File: config.mk
export PLATFORM = sky130hd
export DESIGN_NAME = dlp_port_ctrl
export DESIGN_NICKNAME = d
export VERILOG_FILES = /design/src/shared/dlp_pkg.sv /design/src/hdl/dlp_port_ctrl.sv
export SDC_FILE = /design/constraint.sdc
export NUM_CORES = 1
export LEC_CHECK = 0
export BUFFER_PORTS_ARGS = -buffer_cell sky130_fd_sc_hd__buf_4
export CAP_MARGIN = 20
export CORE_MARGIN = 1.5
export CORE_UTILIZATION = 50
export CTS_CLUSTER_DIAMETER = 80
export DETAILED_ROUTE_END_ITERATION = 6
export GPL_ROUTABILITY_DRIVEN = 0
export GPL_TIMING_DRIVEN = 0
export PLACE_DENSITY_LB_ADDON = 0.1
export SYNTH_ARGS = -nofsm -noshare
export SYNTH_HDL_FRONTEND = slang
export SYNTH_SLANG_ARGS = --single-unit
File: constraint.sdc
create_clock -name MCLK_I -period 3.8 [get_ports MCLK_I]
set_input_delay 0.57 -clock MCLK_I [delete_from_list [all_inputs] [get_ports MCLK_I]]
set_output_delay 0.57 -clock MCLK_I [all_outputs]
set_load 0.005 [all_outputs]
File: src/shared/dlp_pkg.sv
/*
 * Package for the die-link port pin control block: register offsets, reset values,
 * field widths and the carrier structs shared by the design.
 * Assumes an 8-bit classic Wishbone slave with byte addresses equal to the register offsets.
 */
package dlp_pkg;

	// Register byte addresses.
	localparam logic [9:0] OFS_PORT_C_DATA   = 10'h004;
	localparam logic [9:0] OFS_PORT_D_DATA   = 10'h005;
	localparam logic [9:0] OFS_PORT_C_DIR    = 10'h006;
	localparam logic [9:0] OFS_PORT_D_DIR    = 10'h007;
	localparam logic [9:0] OFS_RSVD_LOW      = 10'h008;
	localparam logic [9:0] OFS_RSVD_HIGH     = 10'h019;
	localparam logic [9:0] OFS_SPI_PIN_LEVEL = 10'h120;
	localparam logic [9:0] OFS_LINK_CONTROL  = 10'h01A;

	// Field widths and positions.
	localparam int PORT_C_PINS   = 2;
	localparam int PORT_D_PINS   = 8;
	localparam int PORT_A_PINS   = 6;
	localparam int NARROW_PINS   = 4;
	localparam int CTRL_IRQ_BIT  = 0;
	localparam int CTRL_CLK_BIT  = 1;
	localparam int CTRL_DATA_BIT = 2;
	localparam int CTRL_WIDE_BIT = 3;
	localparam int CTRL_STOP_BIT = 4;

	// Reset values.
	localparam logic [7:0] RST_BYTE = 8'h00;

	// Synchroniser depth in flip-flops.
	localparam int SYNC_STAGES = 3;

	typedef struct packed {
		logic       cyc;
		logic       stb;
		logic       we;
		logic [9:0] adr;
		logic [7:0] dat;
		logic       sel;
	} dlp_wb_req_type;

	typedef struct packed {
		logic [7:0] c_data;
		logic [7:0] d_data;
		logic [7:0] c_dir;
		logic [7:0] d_dir;
		logic [4:0] ctrl;
		logic       ack;
		logic [7:0] rdat;
	} dlp_state_type;

endpackage

File: src/hdl/dlp_port_ctrl.sv
/*
 * Port pin control for the two-pin port C, the eight-pin port D and the input
 * readback of the six-pin port A, reached over an 8-bit classic Wishbone slave.
 * Assumes pad cells resolve the three-signal pins and apply pull-downs on request.
 */
// The Wishbone register port was chosen for this implementation.
`timescale 1ns/1ps

module dlp_port_ctrl
(
	// Clock and reset.
	input  wire logic                    MCLK_I,
	input  wire logic                    RST_B_I,
	// Wishbone slave.
	input  wire logic                    WB_CYC_I,
	input  wire logic                    WB_STB_I,
	input  wire logic                    WB_WE_I,
	input  wire logic [9:0]              WB_ADR_I,
	input  wire logic [7:0]              WB_DAT_I,
	input  wire logic                    WB_SEL_I,
	output logic      [7:0]              WB_DAT_O,
	output logic                         WB_ACK_O,
	// Port C pins.
	input  wire logic [1:0]              PORTC_PIN_I,
	output logic      [1:0]              PORTC_PIN_O,
	output logic      [1:0]              PORTC_PIN_OE_O,
	output logic      [1:0]              PORTC_PULLDN_O,
	// Port D pins.
	input  wire logic [7:0]              PORTD_PIN_I,
	output logic      [7:0]              PORTD_PIN_O,
	output logic      [7:0]              PORTD_PIN_OE_O,
	output logic      [7:0]              PORTD_PULLDN_O,
	// Port A input levels.
	input  wire logic [5:0]              PORTA_PIN_I,
	// Die-link function side.
	input  wire logic                    DIE_LINK_CLK_OUT_I,
	input  wire logic [7:0]              DIE_LINK_DATA_OUT_I,
	input  wire logic [7:0]              DIE_LINK_DATA_OE_I,
	output logic      [7:0]              DIE_LINK_DATA_IN_O,
	output logic                         DIE_LINK_IRQ_IN_O
);

	logic [1:0]                      rst_sync_reg;
	logic                            rst_n;
	dlp_pkg::dlp_state_type          st_reg;
	dlp_pkg::dlp_state_type          st_next;
	logic [15:0]                     pin_raw;
	logic [15:0]                     sync1_reg;
	logic [15:0]                     sync2_reg;
	logic [15:0]                     sync3_reg;
	logic [15:0]                     pin_level;
	logic [1:0]                      c_level;
	logic [7:0]                      d_level;
	logic [5:0]                      a_level;
	logic                            irq_en;
	logic                            clk_en;
	logic                            data_en;
	logic                            stop_mode;
	logic [7:0]                      d_claim;
	logic                            req;
	logic [7:0]                      c_read;
	logic [7:0]                      d_read;

	always_ff @(posedge MCLK_I or negedge RST_B_I)
	begin
		if (!RST_B_I)
			rst_sync_reg <= 2'h0;
		else
			rst_sync_reg <= {rst_sync_reg[0], 1'b1};
	end
	assign rst_n = rst_sync_reg[1];

	// Pin synchronisers carry no reset so the sampled levels are never forced.
	assign pin_raw = {PORTA_PIN_I, PORTD_PIN_I, PORTC_PIN_I};
	always_ff @(posedge MCLK_I)
	begin
		sync1_reg <= pin_raw;
		sync2_reg <= sync1_reg;
		sync3_reg <= sync2_reg;
	end

	// A level is accepted once the second and third stages agree.
	logic [15:0] level_reg;
	always_ff @(posedge MCLK_I)
	begin
		level_reg <= ((sync2_reg ~^ sync3_reg) & sync3_reg)
			| (~(sync2_reg ~^ sync3_reg) & level_reg);
	end
	assign pin_level = level_reg;
	assign c_level   = pin_level[1:0];
	assign d_level   = pin_level[9:2];
	assign a_level   = pin_level[15:10];

	assign irq_en    = st_reg.ctrl[dlp_pkg::CTRL_IRQ_BIT];
	assign clk_en    = st_reg.ctrl[dlp_pkg::CTRL_CLK_BIT];
	assign data_en   = st_reg.ctrl[dlp_pkg::CTRL_DATA_BIT];
	assign stop_mode = st_reg.ctrl[dlp_pkg::CTRL_STOP_BIT];

	// Port D pins owned by the die-link data path.
	always_comb
	begin
		d_claim = 8'h00;
		if (data_en)
			d_claim = st_reg.ctrl[dlp_pkg::CTRL_WIDE_BIT] ? 8'hFF : 8'h0F;
	end

	// Data readback mixes stored bits and pin levels by direction.
	assign c_read = {6'h00, (st_reg.c_dir[1:0] & st_reg.c_data[1:0])
		| (~st_reg.c_dir[1:0] & c_level)};
	assign d_read = (st_reg.d_dir & st_reg.d_data) | (~st_reg.d_dir & d_level);

	assign req = WB_CYC_I && WB_STB_I && !st_reg.ack;

	always_comb
	begin
		st_next      = st_reg;
		st_next.ack  = req;
		st_next.rdat = 8'h00;
		if (req && WB_WE_I && WB_SEL_I)
		begin
			unique case (WB_ADR_I)
				dlp_pkg::OFS_PORT_C_DATA: st_next.c_data = {6'h00, WB_DAT_I[1:0]};
				dlp_pkg::OFS_PORT_D_DATA: st_next.d_data = WB_DAT_I;
				dlp_pkg::OFS_PORT_C_DIR:  st_next.c_dir  = {6'h00, WB_DAT_I[1:0]};
				dlp_pkg::OFS_PORT_D_DIR:  st_next.d_dir  = WB_DAT_I;
				dlp_pkg::OFS_LINK_CONTROL: st_next.ctrl  = WB_DAT_I[4:0];
				default: ;
			endcase
		end
		if (req && !WB_WE_I)
		begin
			unique case (WB_ADR_I)
				dlp_pkg::OFS_PORT_C_DATA:   st_next.rdat = c_read;
				dlp_pkg::OFS_PORT_D_DATA:   st_next.rdat = d_read;
				dlp_pkg::OFS_PORT_C_DIR:    st_next.rdat = st_reg.c_dir;
				dlp_pkg::OFS_PORT_D_DIR:    st_next.rdat = st_reg.d_dir;
				dlp_pkg::OFS_SPI_PIN_LEVEL: st_next.rdat = {2'h0, a_level};
				dlp_pkg::OFS_LINK_CONTROL:  st_next.rdat = {3'h0, st_reg.ctrl};
				default:                    st_next.rdat = 8'h00;
			endcase
		end
	end

	always_ff @(posedge MCLK_I or negedge rst_n)
	begin
		if (!rst_n)
		begin
			st_reg.c_data <= dlp_pkg::RST_BYTE;
			st_reg.d_data <= dlp_pkg::RST_BYTE;
			st_reg.c_dir  <= dlp_pkg::RST_BYTE;
			st_reg.d_dir  <= dlp_pkg::RST_BYTE;
			st_reg.ctrl   <= 5'h00;
			st_reg.ack    <= 1'b0;
			st_reg.rdat   <= dlp_pkg::RST_BYTE;
		end
		else
			st_reg <= st_next;
	end

	assign WB_ACK_O = st_reg.ack;
	assign WB_DAT_O = st_reg.rdat;

	// Port C pin 1: interrupt input or GPIO.
	assign PORTC_PIN_OE_O[1] = irq_en ? 1'b0 : st_reg.c_dir[1];
	assign PORTC_PIN_O[1]    = irq_en ? 1'b0 : st_reg.c_data[1];
	assign PORTC_PULLDN_O[1] = irq_en;
	// In stop mode the clock may halt, so the raw pin bypasses the synchroniser.
	assign DIE_LINK_IRQ_IN_O = irq_en & (stop_mode ? PORTC_PIN_I[1] : c_level[1]);

	// Port C pin 0: clock output or GPIO.
	assign PORTC_PIN_OE_O[0] = clk_en ? 1'b1 : st_reg.c_dir[0];
	assign PORTC_PIN_O[0]    = clk_en ? DIE_LINK_CLK_OUT_I : st_reg.c_data[0];
	assign PORTC_PULLDN_O[0] = 1'b0;

	genvar gi;
	generate
		for (gi = 0; gi < dlp_pkg::PORT_D_PINS; gi++)
		begin : g_portd
			assign PORTD_PIN_OE_O[gi] = d_claim[gi] ? DIE_LINK_DATA_OE_I[gi]
				: st_reg.d_dir[gi];
			assign PORTD_PIN_O[gi]    = d_claim[gi] ? DIE_LINK_DATA_OUT_I[gi]
				: st_reg.d_data[gi];
			assign PORTD_PULLDN_O[gi] = d_claim[gi] & ~DIE_LINK_DATA_OE_I[gi];
			assign DIE_LINK_DATA_IN_O[gi] = d_claim[gi] & d_level[gi];
		end
	endgenerate

	// Assertions.
	property p_dir_d_reset;
		@(posedge MCLK_I) $rose(rst_n) |-> (st_reg.d_dir == 8'h00);
	endproperty
	a_dir_d_reset: assert property (p_dir_d_reset) else $error("port D direction not cleared");

	property p_c_dir_upper;
		@(posedge MCLK_I) disable iff (!rst_n) st_reg.c_dir[7:2] == 6'h00;
	endproperty
	a_c_dir_upper: assert property (p_c_dir_upper) else $error("port C direction upper set");

	property p_rsvd_read;
		@(posedge MCLK_I) disable iff (!rst_n)
		(req && !WB_WE_I && WB_ADR_I >= dlp_pkg::OFS_RSVD_LOW
			&& WB_ADR_I <= dlp_pkg::OFS_RSVD_HIGH) |=> (WB_ACK_O && WB_DAT_O == 8'h00);
	endproperty
	a_rsvd_read: assert property (p_rsvd_read) else $error("reserved read not zero");

	property p_rsvd_write;
		@(posedge MCLK_I) disable iff (!rst_n)
		(req && WB_WE_I && WB_ADR_I >= dlp_pkg::OFS_RSVD_LOW
			&& WB_ADR_I <= dlp_pkg::OFS_RSVD_HIGH) |=> $stable({st_reg.c_data, st_reg.d_data,
			st_reg.c_dir, st_reg.d_dir, st_reg.ctrl});
	endproperty
	a_rsvd_write: assert property (p_rsvd_write) else $error("reserved write changed state");

	property p_d_write;
		@(posedge MCLK_I) disable iff (!rst_n)
		(req && WB_WE_I && WB_SEL_I && WB_ADR_I == dlp_pkg::OFS_PORT_D_DIR)
			|=> (st_reg.d_dir == $past(WB_DAT_I) && WB_ACK_O);
	endproperty
	a_d_write: assert property (p_d_write) else $error("port D direction write lost");

	property p_d_read;
		@(posedge MCLK_I) disable iff (!rst_n)
		(req && !WB_WE_I && WB_ADR_I == dlp_pkg::OFS_PORT_D_DATA)
			|=> (WB_DAT_O == $past(d_read));
	endproperty
	a_d_read: assert property (p_d_read) else $error("port D read wrong");

	property p_narrow_free;
		@(posedge MCLK_I) disable iff (!rst_n)
		(data_en && !st_reg.ctrl[dlp_pkg::CTRL_WIDE_BIT])
			|-> (PORTD_PIN_OE_O[7:4] == st_reg.d_dir[7:4]);
	endproperty
	a_narrow_free: assert property (p_narrow_free) else $error("upper nibble not GPIO");

	property p_gpio_drive;
		@(posedge MCLK_I) disable iff (!rst_n)
		(!data_en) |-> (PORTD_PIN_OE_O == st_reg.d_dir && PORTD_PIN_O == st_reg.d_data);
	endproperty
	a_gpio_drive: assert property (p_gpio_drive) else $error("GPIO drive mismatch");

	property p_irq_pin_input;
		@(posedge MCLK_I) disable iff (!rst_n)
		irq_en |-> (!PORTC_PIN_OE_O[1] && PORTC_PULLDN_O[1]);
	endproperty
	a_irq_pin_input: assert property (p_irq_pin_input) else $error("irq pin not input");

	// Bus handshake: one acknowledge per taken request, one cycle long.
	property p_ack_answer;
		@(posedge MCLK_I) disable iff (!rst_n)
		req |=> WB_ACK_O;
	endproperty
	a_ack_answer: assert property (p_ack_answer) else $error("request not acknowledged");

	property p_ack_pulse;
		@(posedge MCLK_I) disable iff (!rst_n)
		WB_ACK_O |=> !WB_ACK_O;
	endproperty
	a_ack_pulse: assert property (p_ack_pulse) else $error("acknowledge held too long");

	property p_rdat_idle;
		@(posedge MCLK_I) disable iff (!rst_n)
		!WB_ACK_O |-> (WB_DAT_O == 8'h00);
	endproperty
	a_rdat_idle: assert property (p_rdat_idle) else $error("read data outside answer");

	property p_d_data_write;
		@(posedge MCLK_I) disable iff (!rst_n)
		(req && WB_WE_I && WB_SEL_I && WB_ADR_I == dlp_pkg::OFS_PORT_D_DATA)
			|=> (st_reg.d_data == $past(WB_DAT_I));
	endproperty
	a_d_data_write: assert property (p_d_data_write) else $error("port D data write lost");

	property p_c_write;
		@(posedge MCLK_I) disable iff (!rst_n)
		(req && WB_WE_I && WB_SEL_I && WB_ADR_I == dlp_pkg::OFS_PORT_C_DIR)
			|=> (st_reg.c_dir == ($past(WB_DAT_I) & 8'h03));
	endproperty
	a_c_write: assert property (p_c_write) else $error("port C direction write wrong");

	property p_sel_ignored;
		@(posedge MCLK_I) disable iff (!rst_n)
		(req && WB_WE_I && !WB_SEL_I) |=> $stable({st_reg.c_data, st_reg.d_data,
			st_reg.c_dir, st_reg.d_dir, st_reg.ctrl});
	endproperty
	a_sel_ignored: assert property (p_sel_ignored) else $error("disabled lane written");

	// Port A input levels: read-only and always the sampled pins.
	property p_spi_write;
		@(posedge MCLK_I) disable iff (!rst_n)
		(req && WB_WE_I && WB_ADR_I == dlp_pkg::OFS_SPI_PIN_LEVEL) |=> $stable({st_reg.c_data,
			st_reg.d_data, st_reg.c_dir, st_reg.d_dir, st_reg.ctrl});
	endproperty
	a_spi_write: assert property (p_spi_write) else $error("input register write had effect");

	property p_spi_read;
		@(posedge MCLK_I) disable iff (!rst_n)
		(req && !WB_WE_I && WB_ADR_I == dlp_pkg::OFS_SPI_PIN_LEVEL)
			|=> (WB_DAT_O == {2'h0, $past(a_level)});
	endproperty
	a_spi_read: assert property (p_spi_read) else $error("input register read wrong");

	property p_level_agree;
		@(posedge MCLK_I) disable iff (!rst_n)
		(sync2_reg == sync3_reg) |=> (level_reg == $past(sync3_reg));
	endproperty
	a_level_agree: assert property (p_level_agree) else $error("agreed level not taken");

	property p_c_read;
		@(posedge MCLK_I) disable iff (!rst_n)
		(req && !WB_WE_I && WB_ADR_I == dlp_pkg::OFS_PORT_C_DATA)
			|=> (WB_DAT_O == $past(c_read));
	endproperty
	a_c_read: assert property (p_c_read) else $error("port C read wrong");

	// Alternate functions on port C.
	property p_clk_pin;
		@(posedge MCLK_I) disable iff (!rst_n)
		clk_en |-> (PORTC_PIN_OE_O[0] && PORTC_PIN_O[0] == DIE_LINK_CLK_OUT_I);
	endproperty
	a_clk_pin: assert property (p_clk_pin) else $error("clock pin not driven");

	property p_c1_gpio;
		@(posedge MCLK_I) disable iff (!rst_n)
		!irq_en |-> (PORTC_PIN_OE_O[1] == st_reg.c_dir[1] && PORTC_PIN_O[1] == st_reg.c_data[1]);
	endproperty
	a_c1_gpio: assert property (p_c1_gpio) else $error("port C pin 1 not GPIO");

	property p_irq_gated;
		@(posedge MCLK_I) disable iff (!rst_n)
		!irq_en |-> !DIE_LINK_IRQ_IN_O;
	endproperty
	a_irq_gated: assert property (p_irq_gated) else $error("interrupt input while disabled");

	property p_irq_stop;
		@(posedge MCLK_I) disable iff (!rst_n)
		(irq_en && stop_mode) |-> (DIE_LINK_IRQ_IN_O == PORTC_PIN_I[1]);
	endproperty
	a_irq_stop: assert property (p_irq_stop) else $error("stop bypass not taken");

	// Data path claim on port D.
	property p_wide_claim;
		@(posedge MCLK_I) disable iff (!rst_n)
		(data_en && st_reg.ctrl[dlp_pkg::CTRL_WIDE_BIT]) |-> (PORTD_PIN_OE_O == DIE_LINK_DATA_OE_I
			&& PORTD_PIN_O == DIE_LINK_DATA_OUT_I);
	endproperty
	a_wide_claim: assert property (p_wide_claim) else $error("wide claim missing");

	property p_narrow_link;
		@(posedge MCLK_I) disable iff (!rst_n)
		(data_en && !st_reg.ctrl[dlp_pkg::CTRL_WIDE_BIT])
			|-> (PORTD_PIN_OE_O[3:0] == DIE_LINK_DATA_OE_I[3:0]);
	endproperty
	a_narrow_link: assert property (p_narrow_link) else $error("narrow claim missing");

	property p_link_in_mask;
		@(posedge MCLK_I) disable iff (!rst_n)
		!data_en |-> (DIE_LINK_DATA_IN_O == 8'h00);
	endproperty
	a_link_in_mask: assert property (p_link_in_mask) else $error("link input leaks");

	property p_d_pulldown;
		@(posedge MCLK_I) disable iff (!rst_n)
		!data_en |-> (PORTD_PULLDN_O == 8'h00);
	endproperty
	a_d_pulldown: assert property (p_d_pulldown) else $error("GPIO pin pulled down");

endmodule // dlp_port_ctrl

==> flow_summary.ini <==
[place]
portBuffers = 102
dp_cells = 482
hpwl_um = 5522

[floorplanning]
rows = 31
core-area_sq_um = 7331
die_w_um = 90.29
start_util_pct = 51.97
die-area_sq_um = 8152
io_pins = 105
die_h_um = 90.29

[logic_synthesis]
synth_area_sq_um = 3810
synth_flop_cell = dfxtp_1
synth-simple-area-share_pct = 12.25
yosysMostFrequentCell = dfxtp_1
synthMuxAreaShare_pct = 13.17
synthArstFlopShare_pct = 36.00
ys_warn_count = 0
yosys.area.top_type_share_pct = 25.22
synth_adder_area_share_pct = 0
yosys_register_bits = 100
postSynthAreaPerCell_sq_um = 13.61
synth.distinct_cells = 51
synth_xor_area_share_pct = 3.678
synth_edf_count = 16
synth_top_family_by_area = multiplexers
synth_cells = 280
synth-compound-area-share_pct = 5.583
yosysTopAreaCell = dfxtp_1
synth_commonest_cells = dfxtp_1, mux2_2, dfrtp_1
yosysSeqAreaShare_pct = 61.48
syn_nets = 337
synthTopCellsByArea = dfxtp_1, dfrtp_1, edfxtp_1

[route]
drtAntennaViolNets = 0
wl_per_cell_um = 14.82
viasPerCell = 4.998
dr_wl_met2_um = 3645
vias = 2494
drc_errors = 0
routed_wl_um = 7396
drt_iter0_drc = 161
wl_met3_um = 400
wl_met1_um = 3223
drt_first_pass_iters = 4
top_layer = met4

[timing]
min_period_ns = 2.472
worstMarginPinSlew_ns = 0.6593
drv_slew = 0
setup-tns-final_ns = 0
clock_skew_ns = 0.009529
rsz0062_at_grt = false
slew-limit-headroom_pct = 56.05
max_freq_mhz = 404.5
period_share_pct = 65.06
setup_viol = 0
final_hold_viol_count = 0

[pwr]
finalPower_w = 0.001956
leakagePower_nw = 2.315
vdd_ir_drop_max_v = 0.0003030
powerDensity_nw_per_um2 = 395.2

[worst_setup_path]
rrSetupSlack_ns = 1.94
required_ns = 3.23
rr_startpoint = WB_ACK_O
r2r_cells = 6
crit_path_start_kind = flip-flop
worst_ep_arrival_time_ns = 1.90
r2r_end = data_en
critPathKind = flip-flop to primary output
path_max_fanout = 10
endpoint_kind = primary output

[clock_tree]
clk_pin_slew_ns = 0.10
clkSinkCount = 100
clkLatencyLatePin_ns = 0.36
clock_path_buffers = 2
tritoncts = yes
numCtsBuffers = 9
cts_hold_buf = 1
postCtsSetupBuffers = 0
cts-resized-gates = 0
h-tree-depth = 3
cts-root-buf = clkbuf_8

[cells_and_area]
num_antenna_cells = 0
nets = 452
fillers = 604
multi_input_area_sq_um = 1329
layout-drive-gt1-share_pct = 47.00
syn2layout_area_growth_pct = 29.89
final_cells = 499
seq_area_sq_um = 2342

[grt]
grt_pass1_wl_um = 11880
grt_max_degree = 23
grt_use_total_pct = 19.00
antenna_found_initial = 0
overflow = 0
first_global_vias = 2412

[min_path]
hold_class = flip-flop to async pin

[flow_run]
maxCapViolCount = 0

[outcome]
outcome = finished, final reports clean
-- placed cells by master (no fill, tap or decap), drive strengths merged, types with 4 or more instances in the layout --
cell	instances
dfrtp	36
nor2	11
nand2	4
dfxtp	48
o21ai	10
edfxtp	16
nand4	4
buf	118
and2	4
clkinv	4
and3	6
a21oi	5
clkbuf	14
xnor2	16
nor2b	9
nand2b	5
mux2	42
-- layer usage --
layer	global-route usage [%]	vias to the layer above
li1	-	1211
met1	23.69	1191
met2	31.19	81
met3	5.724	11
met4	7.143	0
met5	0	-
-- worst max-delay path, stage by stage (launching register included) --
cell and delay [ns]:
dfrtp_1 0.46, nand2_1 0.14, clkbuf_1 0.40, mux2_2 0.40, buf_4 0.14
-- logic make-up (layout without fill, tap and decap cells) --
| family | count (synthesis) | after routing |
|---|---|---|
| other | 2 | 2 |
| AOI/OAI and AO/OA | 31 | 31 |
| buffers and inverters | 22 | 142 |
| and+or+nand+nor | 66 | 66 |
| xor gates and xnor gates | 16 | 16 |
| DFF | 100 | 100 |
| muxes | 43 | 43 |
-- power by group --
group / internal [W] / switching (W) / leakage [nW]
logic: 0.0000658 / 0.0000443 / 1.15
clock network: 0.000315 / 0.000379 / 0.104
registers: 0.00113 / 0.0000244 / 1.06
-- stage by stage --
stage	setup slack [ns]	util (%)	cell area (sq um)	hold slack [ns]
3_5_place_dp	1.646	64.48	4727	0.2938
4_1_cts	1.312	67.50	4949	0.2880
6_report	1.328	67.50	4949	0.2732
5_1_grt	1.228	67.50	4949	0.2763
2_1_floorplan	1.870	-	3810	0.2744
3_3_place_gp	1.659	64.11	4700	0.3103
-- how the worst max path moves through the flow --
stage | cells past startpoint | to | start | slack [ns]
after floorplan | 6 | PORTC_PULLDN_O[1] | WB_STB_I | 1.87
final | 4 | PORTD_PIN_O[5] | st_reg[12] | 1.33
after CTS | 4 | PORTD_PIN_O[5] | data_en | 1.31
after global routing | 4 | PORTD_PIN_OE_O[5] | st_reg[12] | 1.23
after detailed placement | 6 | st_reg[17] | WB_ADR_I[5] | 1.65
after global placement | 6 | st_reg[36] | WB_ADR_I[5] | 1.66
-- layout make-up --
cell class / count / area share (%)
timing repair buffer: 104 / 16.23
multi-input combinational: 158 / 26.85
sequential: 100 / 47.33
clock inverter: 7 / 1.770
tap: 99 / 2.503
clock buffer: 9 / 2.503
buffer: 20 / 2.655
inverter: 2 / 0.1517
No activity file was read; power rests on OpenSTA's default activity.
